## src/verilog/tpw_pkg.sv

```systemverilog
// Purpose: Shared constants for the 8-bit PWM timer block.
// Assumes: One clock domain; register port with one-cycle read latency.
// Notes:   Offsets are word indices on the plain register port.
package tpw_pkg;
  // ----------------------------------------------------------------
  // Register map
  // ----------------------------------------------------------------
  localparam logic [3:0] ADDR_CTRL     = 4'h0;
  localparam logic [3:0] ADDR_PRESCALE = 4'h1;
  localparam logic [3:0] ADDR_CMP_A    = 4'h2;
  localparam logic [3:0] ADDR_CMP_B    = 4'h3;
  localparam logic [3:0] ADDR_COUNT    = 4'h4;
  localparam logic [3:0] ADDR_FLAGS    = 4'h5;
  // ----------------------------------------------------------------
  // Field positions and values
  // ----------------------------------------------------------------
  localparam int          CTRL_WGM_LO   = 0;
  localparam int          CTRL_COMB_LO  = 4;
  localparam int          CTRL_COMA_LO  = 6;
  localparam int          FLAG_OVF      = 0;
  localparam int          FLAG_CMPA     = 1;
  localparam int          FLAG_CMPB     = 2;
  localparam logic [2:0]  WGM_FAST_MAX  = 3'h3;
  localparam logic [2:0]  WGM_FAST_OCRA = 3'h7;
  localparam logic [2:0]  WGM_PC_MAX    = 3'h1;
  localparam logic [2:0]  WGM_PC_OCRA   = 3'h5;
  localparam logic [1:0]  COM_TOGGLE    = 2'h1;
  localparam logic [1:0]  COM_NONINV    = 2'h2;
  localparam logic [1:0]  COM_INV       = 2'h3;
  localparam logic [7:0]  CNT_BOTTOM    = 8'h00;
  localparam logic [7:0]  CNT_MAX       = 8'hff;
  localparam logic [7:0]  RESET_BYTE    = 8'h00;
  localparam logic [2:0]  PRESC_OFF     = 3'h0;
  localparam logic [9:0]  PRESC_ZERO    = 10'h000;
  localparam logic [9:0]  PRESC_ONE     = 10'h001;
endpackage : tpw_pkg

```

## src/verilog/tpw_timer.sv

```systemverilog
// Purpose: Fast and phase correct PWM generator of an 8-bit timer, two channels.
// Assumes: Inputs synchronous to i_ref_clk; i_clk_en freezes all state.
// Notes:   Pins carry the internal compare state and an override enable.
`timescale 1ns/1ps
module tpw_timer
  import tpw_pkg::*;
(
  // Clock and reset
  input  wire logic       i_ref_clk,
  input  wire logic       i_reset_n,
  input  wire logic       i_clk_en,
  // Register port
  input  wire logic [3:0] i_addr,
  input  wire logic [7:0] i_wdata,
  input  wire logic       i_wr,
  input  wire logic       i_rd,
  output logic      [7:0] o_rdata,
  // Compare outputs
  output logic            o_wave_output_a,
  output logic            o_wave_output_b,
  output logic            o_override_a,
  output logic            o_override_b,
  // Flags
  output logic            o_overflow_flag,
  output logic            o_compare_flag_a,
  output logic            o_compare_flag_b
);

  // ----------------------------------------------------------------
  // State
  // ----------------------------------------------------------------
  typedef struct packed {
    logic [2:0] wgm;
    logic [1:0] com_a;
    logic [1:0] com_b;
    logic [2:0] presc_sel;
    logic [9:0] presc_cnt;
    logic [7:0] cmp_a_buf;
    logic [7:0] cmp_b_buf;
    logic [7:0] cmp_a;
    logic [7:0] cmp_b;
    logic [7:0] count;
    logic       down;
    logic       wave_a;
    logic       wave_b;
    logic       ovf;
    logic       flag_a;
    logic       flag_b;
    logic [7:0] rdata;
  } tpw_state_t;

  tpw_state_t st;
  tpw_state_t next_st;

  // ----------------------------------------------------------------
  // Helpers
  // ----------------------------------------------------------------
  function automatic logic [9:0] tpw_div_limit(input logic [2:0] sel);
    case (sel)
      3'h1:    tpw_div_limit = 10'h000;
      3'h2:    tpw_div_limit = 10'h007;
      3'h3:    tpw_div_limit = 10'h01f;
      3'h4:    tpw_div_limit = 10'h03f;
      3'h5:    tpw_div_limit = 10'h07f;
      3'h6:    tpw_div_limit = 10'h0ff;
      3'h7:    tpw_div_limit = 10'h3ff;
      default: tpw_div_limit = PRESC_ZERO;
    endcase
  endfunction : tpw_div_limit

  function automatic logic tpw_is_fast(input logic [2:0] w);
    tpw_is_fast = (w == WGM_FAST_MAX) || (w == WGM_FAST_OCRA);
  endfunction : tpw_is_fast

  function automatic logic tpw_is_pc(input logic [2:0] w);
    tpw_is_pc = (w == WGM_PC_MAX) || (w == WGM_PC_OCRA);
  endfunction : tpw_is_pc

  // One channel's next level. Fast: at_wrap gives the BOTTOM level.
  // Phase correct: up/down match levels; at TOP the up-match level is
  // forced if the match was missed or skipped, keeping BOTTOM symmetric.
  function automatic logic tpw_wave(input logic       cur,
                                    input logic [1:0] com,
                                    input logic       fast,
                                    input logic       tog_ok,
                                    input logic       match,
                                    input logic       at_top,
                                    input logic       at_wrap,
                                    input logic       down,
                                    input logic       cmp_is_top);
    logic inv;
    inv      = (com == COM_INV);
    tpw_wave = cur;
    if (com == COM_TOGGLE) begin
      if (tog_ok && match) begin
        tpw_wave = ~cur;
      end
    end else if (com[1]) begin
      if (fast) begin
        if (at_wrap) begin
          tpw_wave = ~inv;
        end else if (match && !cmp_is_top) begin
          tpw_wave = inv;
        end
      end else begin
        if (at_top) begin
          // A compare value at TOP keeps the down-match level, so MAX stays constant.
          tpw_wave = cmp_is_top ? ~inv : inv;
        end else if (match && !down) begin
          tpw_wave = inv;
        end else if (match && down) begin
          tpw_wave = ~inv;
        end
      end
    end
  endfunction : tpw_wave

  // ----------------------------------------------------------------
  // Next state
  // ----------------------------------------------------------------
  logic       fast;
  logic       pc;
  logic       tick;
  logic [7:0] top;
  logic       at_top;
  logic       at_wrap;
  logic       up_a;
  logic       up_b;
  logic       hw_ovf;
  logic       hw_fa;
  logic       hw_fb;

  always_comb begin
    next_st = st;
    fast    = tpw_is_fast(st.wgm);
    pc      = tpw_is_pc(st.wgm);
    top     = st.wgm[2] ? st.cmp_a : CNT_MAX;
    tick    = 1'b0;
    at_top  = 1'b0;
    at_wrap = 1'b0;
    up_a    = 1'b0;
    up_b    = 1'b0;
    hw_ovf  = 1'b0;
    hw_fa   = 1'b0;
    hw_fb   = 1'b0;
    next_st.rdata = RESET_BYTE;

    // Prescaler: the tick enables the counter for one clock only.
    if (st.presc_sel != PRESC_OFF) begin
      if (st.presc_cnt >= tpw_div_limit(st.presc_sel)) begin
        next_st.presc_cnt = PRESC_ZERO;
        tick              = 1'b1;
      end else begin
        next_st.presc_cnt = st.presc_cnt + PRESC_ONE;
      end
    end

    if (tick && (fast || pc)) begin
      at_top = (st.count == top);
      if (fast) begin
        at_wrap       = at_top;
        next_st.count = at_top ? CNT_BOTTOM : st.count + 8'h01;
        if (at_top) begin
          next_st.ovf = 1'b1;
          hw_ovf      = 1'b1;
          up_a        = 1'b1;
          up_b        = 1'b1;
        end
      end else begin
        if (at_top) begin
          next_st.down  = 1'b1;
          next_st.count = st.count - 8'h01;
          up_a          = 1'b1;
          up_b          = 1'b1;
        end else if (st.down) begin
          next_st.count = st.count - 8'h01;
          if (st.count == 8'h01 || st.count == CNT_BOTTOM) begin
            next_st.down  = 1'b0;
            next_st.ovf   = 1'b1;
            hw_ovf        = 1'b1;
            next_st.count = CNT_BOTTOM;
          end
        end else begin
          next_st.count = st.count + 8'h01;
        end
      end
      next_st.wave_a = tpw_wave(st.wave_a, st.com_a, fast, st.wgm[2],
                                st.count == st.cmp_a, at_top, at_wrap,
                                st.down,
                                fast ? (st.cmp_a == top) : (st.cmp_a_buf == top));
      next_st.wave_b = tpw_wave(st.wave_b, st.com_b, fast, 1'b0,
                                st.count == st.cmp_b, at_top, at_wrap,
                                st.down,
                                fast ? (st.cmp_b == top) : (st.cmp_b_buf == top));
      if (st.count == st.cmp_a) begin
        next_st.flag_a = 1'b1;
        hw_fa          = 1'b1;
      end
      if (st.count == st.cmp_b) begin
        next_st.flag_b = 1'b1;
        hw_fb          = 1'b1;
      end
    end

    if (up_a) begin
      next_st.cmp_a = st.cmp_a_buf;
    end
    if (up_b) begin
      next_st.cmp_b = st.cmp_b_buf;
    end

    // Register writes. Hardware sets win over software clears.
    if (i_wr) begin
      case (i_addr)
        ADDR_CTRL: begin
          next_st.wgm   = i_wdata[CTRL_WGM_LO +: 3];
          next_st.com_b = i_wdata[CTRL_COMB_LO +: 2];
          next_st.com_a = i_wdata[CTRL_COMA_LO +: 2];
        end
        ADDR_PRESCALE: next_st.presc_sel = i_wdata[2:0];
        ADDR_CMP_A: begin
          next_st.cmp_a_buf = i_wdata;
          if (!(fast || pc)) begin
            next_st.cmp_a = i_wdata;
          end
        end
        ADDR_CMP_B: begin
          next_st.cmp_b_buf = i_wdata;
          if (!(fast || pc)) begin
            next_st.cmp_b = i_wdata;
          end
        end
        ADDR_COUNT: next_st.count = i_wdata;
        ADDR_FLAGS: begin
          if (i_wdata[FLAG_OVF] && !hw_ovf) begin
            next_st.ovf = 1'b0;
          end
          if (i_wdata[FLAG_CMPA] && !hw_fa) begin
            next_st.flag_a = 1'b0;
          end
          if (i_wdata[FLAG_CMPB] && !hw_fb) begin
            next_st.flag_b = 1'b0;
          end
        end
        default: ;
      endcase
    end

    if (i_rd) begin
      case (i_addr)
        ADDR_CTRL:     next_st.rdata = {st.com_a, st.com_b, 1'b0, st.wgm};
        ADDR_PRESCALE: next_st.rdata = {5'h00, st.presc_sel};
        ADDR_CMP_A:    next_st.rdata = st.cmp_a_buf;
        ADDR_CMP_B:    next_st.rdata = st.cmp_b_buf;
        ADDR_COUNT:    next_st.rdata = st.count;
        ADDR_FLAGS:    next_st.rdata = {5'h00, st.flag_b, st.flag_a, st.ovf};
        default:       next_st.rdata = RESET_BYTE;
      endcase
    end
  end

  // ----------------------------------------------------------------
  // Registers
  // ----------------------------------------------------------------
  always_ff @(posedge i_ref_clk or negedge i_reset_n) begin
    if (!i_reset_n) begin
      st <= '0;
    end else if (i_clk_en) begin
      st <= next_st;
    end
  end

  // Override enables are registered copies so all outputs come from flops;
  // the pin direction itself stays with the port logic outside.
  logic ov_a;
  logic ov_b;
  always_ff @(posedge i_ref_clk or negedge i_reset_n) begin
    if (!i_reset_n) begin
      ov_a <= 1'b0;
      ov_b <= 1'b0;
    end else if (i_clk_en) begin
      ov_a <= (next_st.com_a == COM_TOGGLE) ? next_st.wgm[2] : next_st.com_a[1];
      ov_b <= next_st.com_b[1];
    end
  end

  assign o_rdata          = st.rdata;
  assign o_wave_output_a  = st.wave_a;
  assign o_wave_output_b  = st.wave_b;
  assign o_override_a     = ov_a;
  assign o_override_b     = ov_b;
  assign o_overflow_flag  = st.ovf;
  assign o_compare_flag_a = st.flag_a;
  assign o_compare_flag_b = st.flag_b;

endmodule : tpw_timer

```

## config.mk

```make
export PLATFORM = sky130hd
export DESIGN_NAME = tpw_timer
export DESIGN_NICKNAME = d
export VERILOG_FILES = /design/src/verilog/tpw_pkg.sv /design/src/verilog/tpw_timer.sv
export SDC_FILE = /design/constraint.sdc
export NUM_CORES = 1
export LEC_CHECK = 0
export ABC_AREA = 1
export BUFFER_PORTS_ARGS = -buffer_cell sky130_fd_sc_hd__buf_2
export CAP_MARGIN = 20
export CORE_MARGIN = 3
export CORE_UTILIZATION = 45
export DETAILED_ROUTE_END_ITERATION = 8
export GPL_ROUTABILITY_DRIVEN = 0
export MAX_ROUTING_LAYER = met4
export PLACE_DENSITY_LB_ADDON = 0.1
export SLEW_MARGIN = 20
export SYNTH_ARGS = -nofsm -noshare
export SYNTH_HDL_FRONTEND = slang
export SYNTH_SLANG_ARGS = --single-unit
```

## constraint.sdc

```tcl
create_clock -name i_ref_clk -period 4.95 [get_ports i_ref_clk]
set_input_delay 0 -clock i_ref_clk [delete_from_list [all_inputs] [get_ports i_ref_clk]]
set_output_delay 0 -clock i_ref_clk [all_outputs]
set_load 0.02 [all_outputs]
```

* After elaboration in Yosys (flattened, before gate mapping) *
Cells that the tools add are included.

storage, ports and cells
  output and inout bits = 15
  register bits = 75

cells by class
  bitwise operators = 5
  order comparisons = 1
  muxes and demuxes = 74
  equal/unequal tests = 31
  reductions and logical operators = 35
  add/subtract/negate cells = 3

operators with widths
  cell                   count
  $mux 8                 12
  $pmux 10 s6            1
  $eq 8x8->1             7
  $mux 1                 49
  $pmux 8 s6             1
  $mux 10                3
  $mux 24                1
  $eq 3x3->1 const B     6
  $mux 9                 2
  $reduce_and 3->1       5
  $mux 14                1
  $reduce_and 6->1       2
  $logic_and 1x1->1      11
  $add 10x1->10 const B  1
  $ge 10x10->1           1
  $eq 3x2->1 const B     3
  $mux 3                 3
  $add 8x1->8 const B    1
  $eq 4x2->1 const B     2
  $eq 4x3->1 const B     2
  $eq 8x1->1 const B     1
  $logic_not 8->1        1
  $sub 8x1->8 const B    1
  $mux 7                 1
  16 further kinds       31

* Depth between registers and ports, before layout *
Gate-level depths: netlist (run 1).

  depth in word-level cells = 16
  mapped depth = 18
  gate-level depth less buffers = 17

* Worst setup path after synthesis (run 1) *
No wires, ideal clock.

  path kind = reg2reg
  start point = register st[65] (netlist bit)
  end point = register st, in the netlist o_wave_output_b
  arrival = 2.316 ns
  slack = 2.513 ns
  stages on the path, launching flop included = 18
  path buffers = 1
  clock period less this slack = 2.437 ns
  cell sequence = dfrtp_1 > nand2_1 > inv_1 > nor2_1 > o21ai_0 > inv_1 > ha_1 > inv_1 > nor2_1 > o211ai_1 > nand4_1 > nand2_1 > buf_2 > clkinv_1 > nand2_1 > nor2_1 > nand3_1 > nand2_1

on the way
  cells in the longest elaborated chain, start to end = 8
  elaborated cells between the ends (all ways) = 14
  classes of those cells = order compare (1); eq/ne (6); mux (4); reduce/logical (3)

ends and longest elaborated chain
  element                                   line              text
  start, declared                           tpw_timer.sv:52   tpw_state_t st;
  start signal, assigned                    tpw_timer.sv:269  st <= next_st;
  $eq 3x3->1 or $eq 3x2->1 (tied branches)  tpw_timer.sv:59   case (sel)
  $pmux 10 s6                               tpw_timer.sv:59
  $mux 10                                   tpw_timer.sv:149  if (st.presc_sel != PRESC_OFF) begin
  $ge 10x10->1                              tpw_timer.sv:150  if (st.presc_cnt >= tpw_div_limit(st.presc_sel)) begin
  $mux 1                                    tpw_timer.sv:150
  $mux 1 *                                  tpw_timer.sv:149
  $logic_and 1x1->1 *                       tpw_timer.sv:158  if (tick && (fast || pc)) begin
  $reduce_and 6->1 (no source line) *       -

Every way passes the cells marked *; elsewhere a longest branch is shown, timed or not. The select of a mux whose other input is x is not followed.
A chain may end at the register's enable or synchronous reset.

* Worst setup path after layout (run 1) *
  start point = register st[65] (netlist bit)
  end point = register st[21] (netlist bit)

on the way
  cells in the longest elaborated chain, start to end = 10
  elaborated cells between the ends (all ways) = 16
  classes of those cells = order compare (1); eq/ne (6); mux (7); reduce/logical (2)

ends and longest elaborated chain
  element                                   line              text
  $eq 3x3->1 or $eq 3x2->1 (tied branches)  tpw_timer.sv:59
  $pmux 10 s6                               tpw_timer.sv:59
  $mux 10                                   tpw_timer.sv:149
  $ge 10x10->1                              tpw_timer.sv:150
  $mux 1                                    tpw_timer.sv:150
  $mux 1 *                                  tpw_timer.sv:149
  $logic_and 1x1->1 *                       tpw_timer.sv:158
  $mux 14 *                                 tpw_timer.sv:158
  $mux 8                                    tpw_timer.sv:214  case (i_addr)
  $mux 24 *                                 tpw_timer.sv:213  if (i_wr) begin

Marks and branches as above.

==> results of run 1 <==
## placed cells by master, fill, tap and decap left out, types with 2 or more instances in the layout
master,instances
clkinv_2,3
nand2_2,4
clkinv_1,3
inv_1,90
or2_2,2
a22o_1,2
o22ai_1,8
a221oi_1,5
buf_2,30
nand3b_1,2
dlygate4sd3_1,3
xor2_1,11
nor3_1,8
ha_1,14
nor3_2,2
nand2_1,340
a21oi_1,35
o21ai_0,75
o211ai_1,8
nand3_1,71
buf_4,2
o21ai_1,9
clkbuf_16,9
nor2_1,64
inv_2,3
dfrtp_1,75
nand4_1,6
xnor2_1,3
o31ai_1,3
## per-layer routing
layer,share of wire [%],vias up,global-route usage [%]
met2,44,263,41.3
met4,4.9,0,13.6
met3,7.9,69,5.77
met5,0,-,-
li1,-,2879,-
met1,44,2712,36.5
## final timing paths
path                            startpoint          to  cells after the start  slack (ns)
worst max-delay path                st[65]      st[21]                     17        1.68
worst min-delay path            i_wdata[3]      st[17]                      5       0.008
worst max register to register      st[65]      st[21]                     17        1.68
worst min register to register  o_rdata[4]  o_rdata[4]                      2        0.48
max in group asynchronous        i_reset_n      st[27]                      2        3.97
min in group asynchronous        i_reset_n      st[58]                      2        0.35
## registers in the layout (all words and copies together), names as in the netlist
name	flops
o_compare_flag_a	1
o_compare_flag_b	1
o_overflow_flag	1
o_override_a	1
o_rdata	8
o_wave_output_a	1
o_wave_output_b	1
st	61
## per-stage QoR
stage / area, sq um / utilization (%)
final: 6140 / 50.7
after global routing: 6140 / 50.7
after CTS: 6130 / 50.6
after detailed placement: 5810 / 48.0
after global placement: 5810 / 48.0
after floorplan: 5620 / -
## where the power goes
group / internal, mW / total (mW) / switching (mW)
registers: 0.739 / 0.998 / 0.259
clock network: 0.399 / 0.655 / 0.256
logic: 0.411 / 1.19 / 0.777
## worst max-delay path: cells and delay by family, from the launching register on
kind	cells	cell delay, ns
AND/OR/NAND/NOR	10	1.51
buffers and inverters	4	0.68
flip-flops	1	0.41
AO/OA/AOI/OAI	2	0.35
adder cells (fa/ha/maj)	1	0.24
## what timing repair did
item | in CTS | in global routing
gates resized for setup | 0 | 0
hold buffers | 3 | 0
hold endpoints to repair | 77 | 0
## cell families after synthesis
logic type                 synth area share (%)
buffers and inverters                      9.84
adders and majority gates                  3.12
DFF                                        33.4
AOI/OAI and AO/OA                          14.9
xor gates and xnor gates                   2.18
and+or+nand+nor                            36.6
## cell type report
cell class | count | area (sq um)
fillers | 1276 | 5980
multi-input cells | 681 | 3190
flip-flops and latches | 75 | 1880
inverters | 97 | 367
clock buffers | 10 | 239
well taps | 168 | 210
repair buffers | 35 | 195
clock inverters | 5 | 53.8
==> flow_summary.ini, run 1 <==
[worst_setup_path]
cp_cell_sequence = nand2_1, inv_1, nor2_1, o21ai_0, inv_1, ha_1, inv_1, nor2_1, o211ai_1, nand4_1, nand2_1, clkinv_1, nand2_1, nand2_1, nand3_1, nand2_1, nand2_1
critPathArrivalTime_ns = 3.55
critPathMaxFanout = 11
cp_common_cell = nand2_1
cp_data_required_time_ns = 5.23
crit_type = flop to flop
slowest_delay_ns = 0.54
endpoint_kind = flop
startpoint_type = flop
cp_slowest_cell = nand2_1

[clock_tree]
clockRootBuffer = clkbuf_16
clk_latency_ns = 0.35
path_clk_slew_ns = 0.06
postCtsSetupBuffers = 0
cts.sinks = 75
max-clock-path-buffers = 2
cts_tree = built
htreeDepth = 3
cts_buffers = 9

[synthesis]
synth_cells = 886
yosys_warnings = 0
synthFlopType = dfrtp_1
netlist_area_sq_mm = 0.00562
synth_top_area_share_pct = 33.4
yosys-top-cells-area = dfrtp_1, nand2_1, o21ai_0
yosysMostFrequentCell = nand2_1
syn-num-nets = 917
ys_seq_area_share_pct = 33.4
synth_cell_types = 39
synth-edff-count = 0
synth_commonest_cells = nand2_1, inv_1, dfrtp_1, o21ai_0, nand3_1
synth_area_leader_cell = dfrtp_1
async_reset_ff_share_pct = 100
ys_ff_latch = 75
postSynthAreaPerCell_sq_um = 6.34

[placed_design]
dp_slack_ns = 1.72
dp_cells = 1053
place_hpwl_microns = 13600
portBuffers = 31

[global_routing]
antenna_found_initial = 0
grt_max_degree = 76
grt_pass1_vias = 5734
track_usage_pct = 27.9
grt-ovfl-total = 0
grt_pass1_wl_microns = 29900

[routing]
viasPerCell = 5.53
routed_wirelength_microns = 18200
routed-via-count = 5923
drtIter0Drc = 591
ant_nets = 0
firstDrtPassIters = 5
drc = 0
wl_per_cell_microns = 17.0

[hold_path]
hp-class = input port to flop

[pwr]
irDropWorstVdd_mv = 0.319
power.leakage_nw = 3.22
finalPower_mw = 2.84
p_per_area_mw_per_mm2 = 463

[die]
die_y_microns = 118
start_util_pct = 46.4
dieArea_sq_mm = 0.0139
fp.dieW_microns = 118
rows = 40
coreArea_sq_mm = 0.0121
ios = 32

[run]
maxCapViolCount = 0

[sta]
holdWs_ns = 0.00777
max_freq_mhz = 306
setup_slack_ns = 1.68
maxSlewHeadroom_pct = 35.9
setup-violations-final = 0
worst_pin_slew_ns = 0.961
period_share_pct = 66.0
finalSetupTns_ns = 0
clock_skew_ns = 0.00733
post-route-min-period_ns = 3.27
hold_viol = 0
slew_violations = 0
rsz0062_at_grt = false

[cells_and_area]
fin_cells = 1071
layout-drive-gt1-share_pct = 6.98
diodes = 0
nets = 930
synthToLayoutAreaGrowth_pct = 9.15

[outcome]
outcome = complete, no violations
(Power assumes the default switching activity.)
==> inputs of run 2 (changes only) <==
Settings changed: ABC_AREA 1 to 0.
Clock period 4.95 ns to 2.7 ns, I/O delays scaled along.
==> run 2 against run 1 <==
Synthesized area down 5.1%. Register-to-register slack worse by 1.6 ns. Clock skew rose by 0.00056 ns. Synthesized cell count down 34%. Critical endpoint is now st[16].
==> flow_summary.ini, run 2 <==
[outcome]
outcome = complete, no violations

[global_routing]
grt_pass1_vias = 4732
grt_pass1_wl_microns = 27100
grt_max_degree = 76
antenna_found_initial = 0
grt-ovfl-total = 0
track_usage_pct = 27.5

[synthesis]
yosys-top-cells-area = dfrtp_1, mux2_2, nand2_1
synth_cell_types = 79
postSynthAreaPerCell_sq_um = 9.15
yosysMostFrequentCell = dfrtp_1
synth_commonest_cells = dfrtp_1, nand2_1, mux2_2
synthFlopType = dfrtp_1
ys_ff_latch = 75
synth_top_area_share_pct = 35.2
synth_cells = 583
syn-num-nets = 614
synth_area_leader_cell = dfrtp_1
synth-edff-count = 0
async_reset_ff_share_pct = 100
ys_seq_area_share_pct = 35.2
yosys_warnings = 0
netlist_area_sq_mm = 0.00533

[cells_and_area]
largest_reg_flops = 61
fin_cells = 775
fillers = 1052
layout.area.seq_sq_mm = 0.00188
final_cell_mix = dfrtp_1, nand2_1, buf_4
regMostFlops = st
layout-drive-gt1-share_pct = 24.1
diodes = 0
finalInstanceArea_sq_mm = 0.00618
multiInputGateArea_sq_mm = 0.00325
nets = 658
synthToLayoutAreaGrowth_pct = 16.0
final_common_cell = dfrtp_1

[worst_setup_path]
r2r-start = st[65]
crit_path_end = st[16]
reg2regPathDepth = 10
cp_data_required_time_ns = 2.92
cp_slowest_cell = dfrtp_1
critPathMaxFanout = 6
slowest_delay_ns = 0.37
startpoint_type = flop
r2r_slack_ns = 0.11
cp_cell_sequence = or2_2, ha_1, nand2b_1, a211oi_1, o211a_1, or2_2, nor3_4, o21ai_0, buf_4, a221o_1
cp_common_cell = or2_2
endpoint_kind = flop
crit_type = flop to flop
crit_start = st[65]
r2r_end = st[16]
critPathArrivalTime_ns = 2.81

[sta]
maxSlewHeadroom_pct = 34.3
max_freq_mhz = 385
finalSetupTns_ns = 0
rsz0062_at_grt = true
hold_viol = 0
clock_skew_ns = 0.00790
post-route-min-period_ns = 2.59
period_share_pct = 96.1
slew_violations = 0
setup-violations-final = 0
worst_pin_slew_ns = 0.986

[clock_tree]
clockRootBuffer = clkbuf_16
cts_buffers = 9
max-clock-path-buffers = 2
clk_latency_ns = 0.34
cts.sinks = 75
htreeDepth = 3
path_clk_slew_ns = 0.06
cts_tree = built

[pwr]
power.leakage_nw = 2.60
finalPower_mw = 4.96
irDropWorstVdd_mv = 0.340
p_per_area_mw_per_mm2 = 801

[die]
dieArea_sq_mm = 0.0132
coreArea_sq_mm = 0.0115
rows = 39
ios = 32
die_y_microns = 115
fp.dieW_microns = 115
start_util_pct = 46.3

[routing]
routed_wirelength_microns = 17200
ant_nets = 0
viasPerCell = 6.47
routed-via-count = 5012
drc = 0
drtIter0Drc = 509
wl_per_cell_microns = 22.2
firstDrtPassIters = 5

[placed_design]
place_hpwl_microns = 12600
postPlaceCellArea_sq_mm = 0.00577
dp_cells = 758
portBuffers = 31

[hold_path]
hp-class = input port to flop

[run]
maxCapViolCount = 0
==> run 2: kinds of logic (layout without fill, tap and decap cells) <==
kind of cell / count (synthesis) / count (layout) / synth area share [%]
compound gates: 178 / 178 / 25.1
simple gates: 196 / 196 / 19.5
xor+xnor: 19 / 19 / 3.12
buf+inv: 64 / 113 / 5.68
mux: 37 / 37 / 8.19
fa+ha+maj: 14 / 14 / 3.28
flops: 75 / 75 / 35.2
==> run 2: power breakdown <==
group	leakage [nW]	internal, mW	switching, mW
logic	1.50	0.895	1.11
registers	0.953	1.35	0.328
clock network	0.145	0.731	0.542
==> run 2: how the worst min path moves through the flow <==
| stage | slack, ns | start | cells after the start | to |
|---|---|---|---|---|
| 2_1_floorplan | -0.30 | i_reset_n | 0 | o_compare_flag_a |
| 3_3_place_gp | 0.21 | i_reset_n | 1 | st[18] |
| 3_5_place_dp | 0.22 | i_reset_n | 1 | st[18] |
| 4_1_cts | 0.02 | i_wdata[3] | 2 | st[49] |
| 5_1_grt | 0.03 | i_wdata[3] | 2 | st[49] |
| 6_report | 0.03 | i_wdata[3] | 2 | st[49] |
==> run 2: cell type report <==
type / count / share of cell area (%)
clock buffer: 9 / 3.64
tap: 143 / 2.89
multi-input combinational: 444 / 52.5
clock inverter: 7 / 1.34
timing repair buffer: 75 / 7.93
inverter: 22 / 1.34
sequential: 75 / 30.4
==> run 2: timing repair <==
item / CTS / global route
setup buffers: 0 / 0
hold buffers: 1 / 0
resized for setup: 3 / 15
hold endpoints to repair: 75 / 0
endpoints found under the setup margin: 34 / 29
==> run 2: layer usage <==
layer	GRT usage [%]	share of wire [%]
met1	40.2	46
met2	39.1	45
met3	3.84	6.3
met4	9.31	2.7
met5	-	0
==> run 2: stage by stage <==
step / setup WS, ns / util, % / hold WS [ns]
6_report: 0.105 / 53.7 / 0.0328
5_1_grt: -0.0462 / 53.7 / 0.0265
4_1_cts: 0.00996 / 53.0 / 0.0248
3_5_place_dp: -0.262 / 50.1 / 0.218
3_3_place_gp: -0.189 / 50.1 / 0.212
2_1_floorplan: 0.0835 / - / -0.296
==> run 2: worst max-delay path, delay by kind of cell, from the launching register on <==
kind / cells / cell delay [ns]
DFF: 1 / 0.37
AOI/OAI and AO/OA: 4 / 0.75
and+or+nand+nor: 4 / 0.90
adders and majority gates: 1 / 0.28
buffers and inverters: 1 / 0.19
==> inputs of run 3 (changes only) <==
Settings changed: ABC_AREA 0 to 1.
==> run 3 against run 2 <==
Clock skew rose by 0.0038 ns. Worst hold slack got worse by 0.026 ns. Register-to-register slack better by 0.13 ns. Die area rose by 5.1%. Final cell count grew 41%. Sequential power about the same. Non-clock buffer count decreased by 16. Largest cell class unchanged. Wire length rose by 6.8%.
==> flow_summary.ini, run 3 (same netlist as run 1, synthesis figures left out) <==
[routing]
viasPerCell = 5.46
routed_wirelength_microns = 18400
wl_per_cell_microns = 16.8
drtIter0Drc = 632
ant_nets = 0
firstDrtPassIters = 5
drc = 0
routed-via-count = 5981

[outcome]
outcome = complete, no violations

[clock_tree]
clockRootBuffer = clkbuf_16
htreeDepth = 3
cts.sinks = 75
path_clk_slew_ns = 0.07
clk_latency_ns = 0.35
cts_tree = built
cts_buffers = 9
max-clock-path-buffers = 2

[worst_setup_path]
cp_slowest_cell = dfrtp_1
cp_data_required_time_ns = 2.92
slowest_delay_ns = 0.42
cp_common_cell = nand2_1
r2r_slack_ns = 0.23
critPathMaxFanout = 5
crit_type = flop to flop
critPathArrivalTime_ns = 2.68
reg2regPathDepth = 17
startpoint_type = flop
endpoint_kind = flop
cp_cell_sequence = nand2_1, inv_2, nor2_4, o21ai_2, inv_1, ha_4, inv_1, nor2_1, o211ai_1, nand4_1, nand2_4, nor2_1, buf_4, nand2_1, nand3_1, nand2_1, o21ai_0

[sta]
maxSlewHeadroom_pct = 35.1
period_share_pct = 91.4
clock_skew_ns = 0.0117
hold_viol = 0
setup-violations-final = 0
finalSetupTns_ns = 0
slew_violations = 0
post-route-min-period_ns = 2.47
worst_pin_slew_ns = 0.973
max_freq_mhz = 405

[cells_and_area]
diodes = 0
synthToLayoutAreaGrowth_pct = 12.9
layout-drive-gt1-share_pct = 10.1
final_common_cell = nand2_1
largest_reg_flops = 61
nets = 954
final_cell_mix = nand2_1, inv_1, dfrtp_1
layout.area.seq_sq_mm = 0.00188
multiInputGateArea_sq_mm = 0.00322
regMostFlops = st
utilization_pct = 52.4
fillers = 1255

[pwr]
irDropWorstVdd_mv = 0.433
p_sw_mw = 2.44
pwr-share-clk_pct = 22.3
p_per_area_mw_per_mm2 = 846
seq_power_share_pct = 31.2
p_comb_share_pct = 46.5
p_sw_share_pct = 45.4
power.leakage_nw = 3.36
power.internal_mw = 2.94

[hold_path]
hold_path_depth = 5
hp-class = input port to flop

[die]
fp.dieW_microns = 118
coreArea_sq_mm = 0.0121
dieArea_sq_mm = 0.0139
start_util_pct = 46.4
rows = 40
die_y_microns = 118
ios = 32

[placed_design]
portBuffers = 31
place_hpwl_microns = 13700

[global_routing]
track_usage_pct = 27.8
grt-ovfl-total = 0
grt_pass1_vias = 5493
grt_max_degree = 76
grt_pass1_wl_microns = 29700
antenna_found_initial = 0

[run]
maxCapViolCount = 0
## run 3: timing repair
| item | CTS | global route |
|---|---|---|
| hold buffers | 2 | 0 |
| setup endpoints to repair | 23 | 30 |
| pin swaps | 1 | 5 |
| setup buffers | 0 | 9 |
| hold endpoints to repair | 76 | 0 |
| gates resized for setup | 3 | 6 |
## run 3: path summary, 6_finish.rpt
kind,start,endpoint
min in group asynchronous,i_reset_n,st[59]
worst max register to register,st[64],st[22]
worst min-delay path,i_wdata[7],st[21]
worst max-delay path,st[64],st[22]
max in group asynchronous,i_reset_n,st[29]
worst min register to register,o_rdata[1],o_rdata[1]
## run 3: area by class of cell
cell class / instances / share of cell area, %
Clock buffer: 11 / 3.98
Clock inverter: 5 / 0.690
Inverter: 97 / 5.80
Multi-Input combinational cell: 681 / 50.8
Sequential cell: 75 / 29.6
Tap cell: 168 / 3.31
Timing Repair Buffer: 59 / 5.87
## run 3: through the flow
step	hold slack (ns)	instances	setup slack [ns]	cell area [sq um]	power [mW]
4_1_cts	0.00325	1087	0.00894	6260	5.30
3_5_place_dp	0.225	1069	-0.181	5930	4.06
3_3_place_gp	0.218	1069	0.0548	5930	4.00
2_1_floorplan	-0.296	886	0.263	5620	3.32
6_report	0.00711	1096	0.233	6350	5.37
5_1_grt	0.0301	1096	-0.00463	6350	5.84
## run 3: per-layer routing
metal | vias up | wire length (microns) | track usage (%)
li1 | 2932 | - | -
met5 | - | 0 | -
met3 | 37 | 1310 | 3.80
met4 | 0 | 615 | 11.6
met1 | 2778 | 8290 | 38.4
met2 | 234 | 8150 | 41.3
## run 3: critical path: cells and delay by family, from the launching register on
family          cells  cell delay [ns]
simple gates        9             0.96
compound gates      3             0.32
flops               1             0.42
buf+inv             4             0.40
fa+ha+maj           1             0.21
## run 3: power by group through the flow
stage | Combinational (mW) | Clock (mW) | Sequential [mW]
floorplan | 1.74 | 0 | 1.58
global placement | 2.34 | 0 | 1.67
detailed placement | 2.38 | 0 | 1.68
CTS | 2.42 | 1.23 | 1.66
global route | 2.86 | 1.28 | 1.70
finish | 2.50 | 1.20 | 1.67
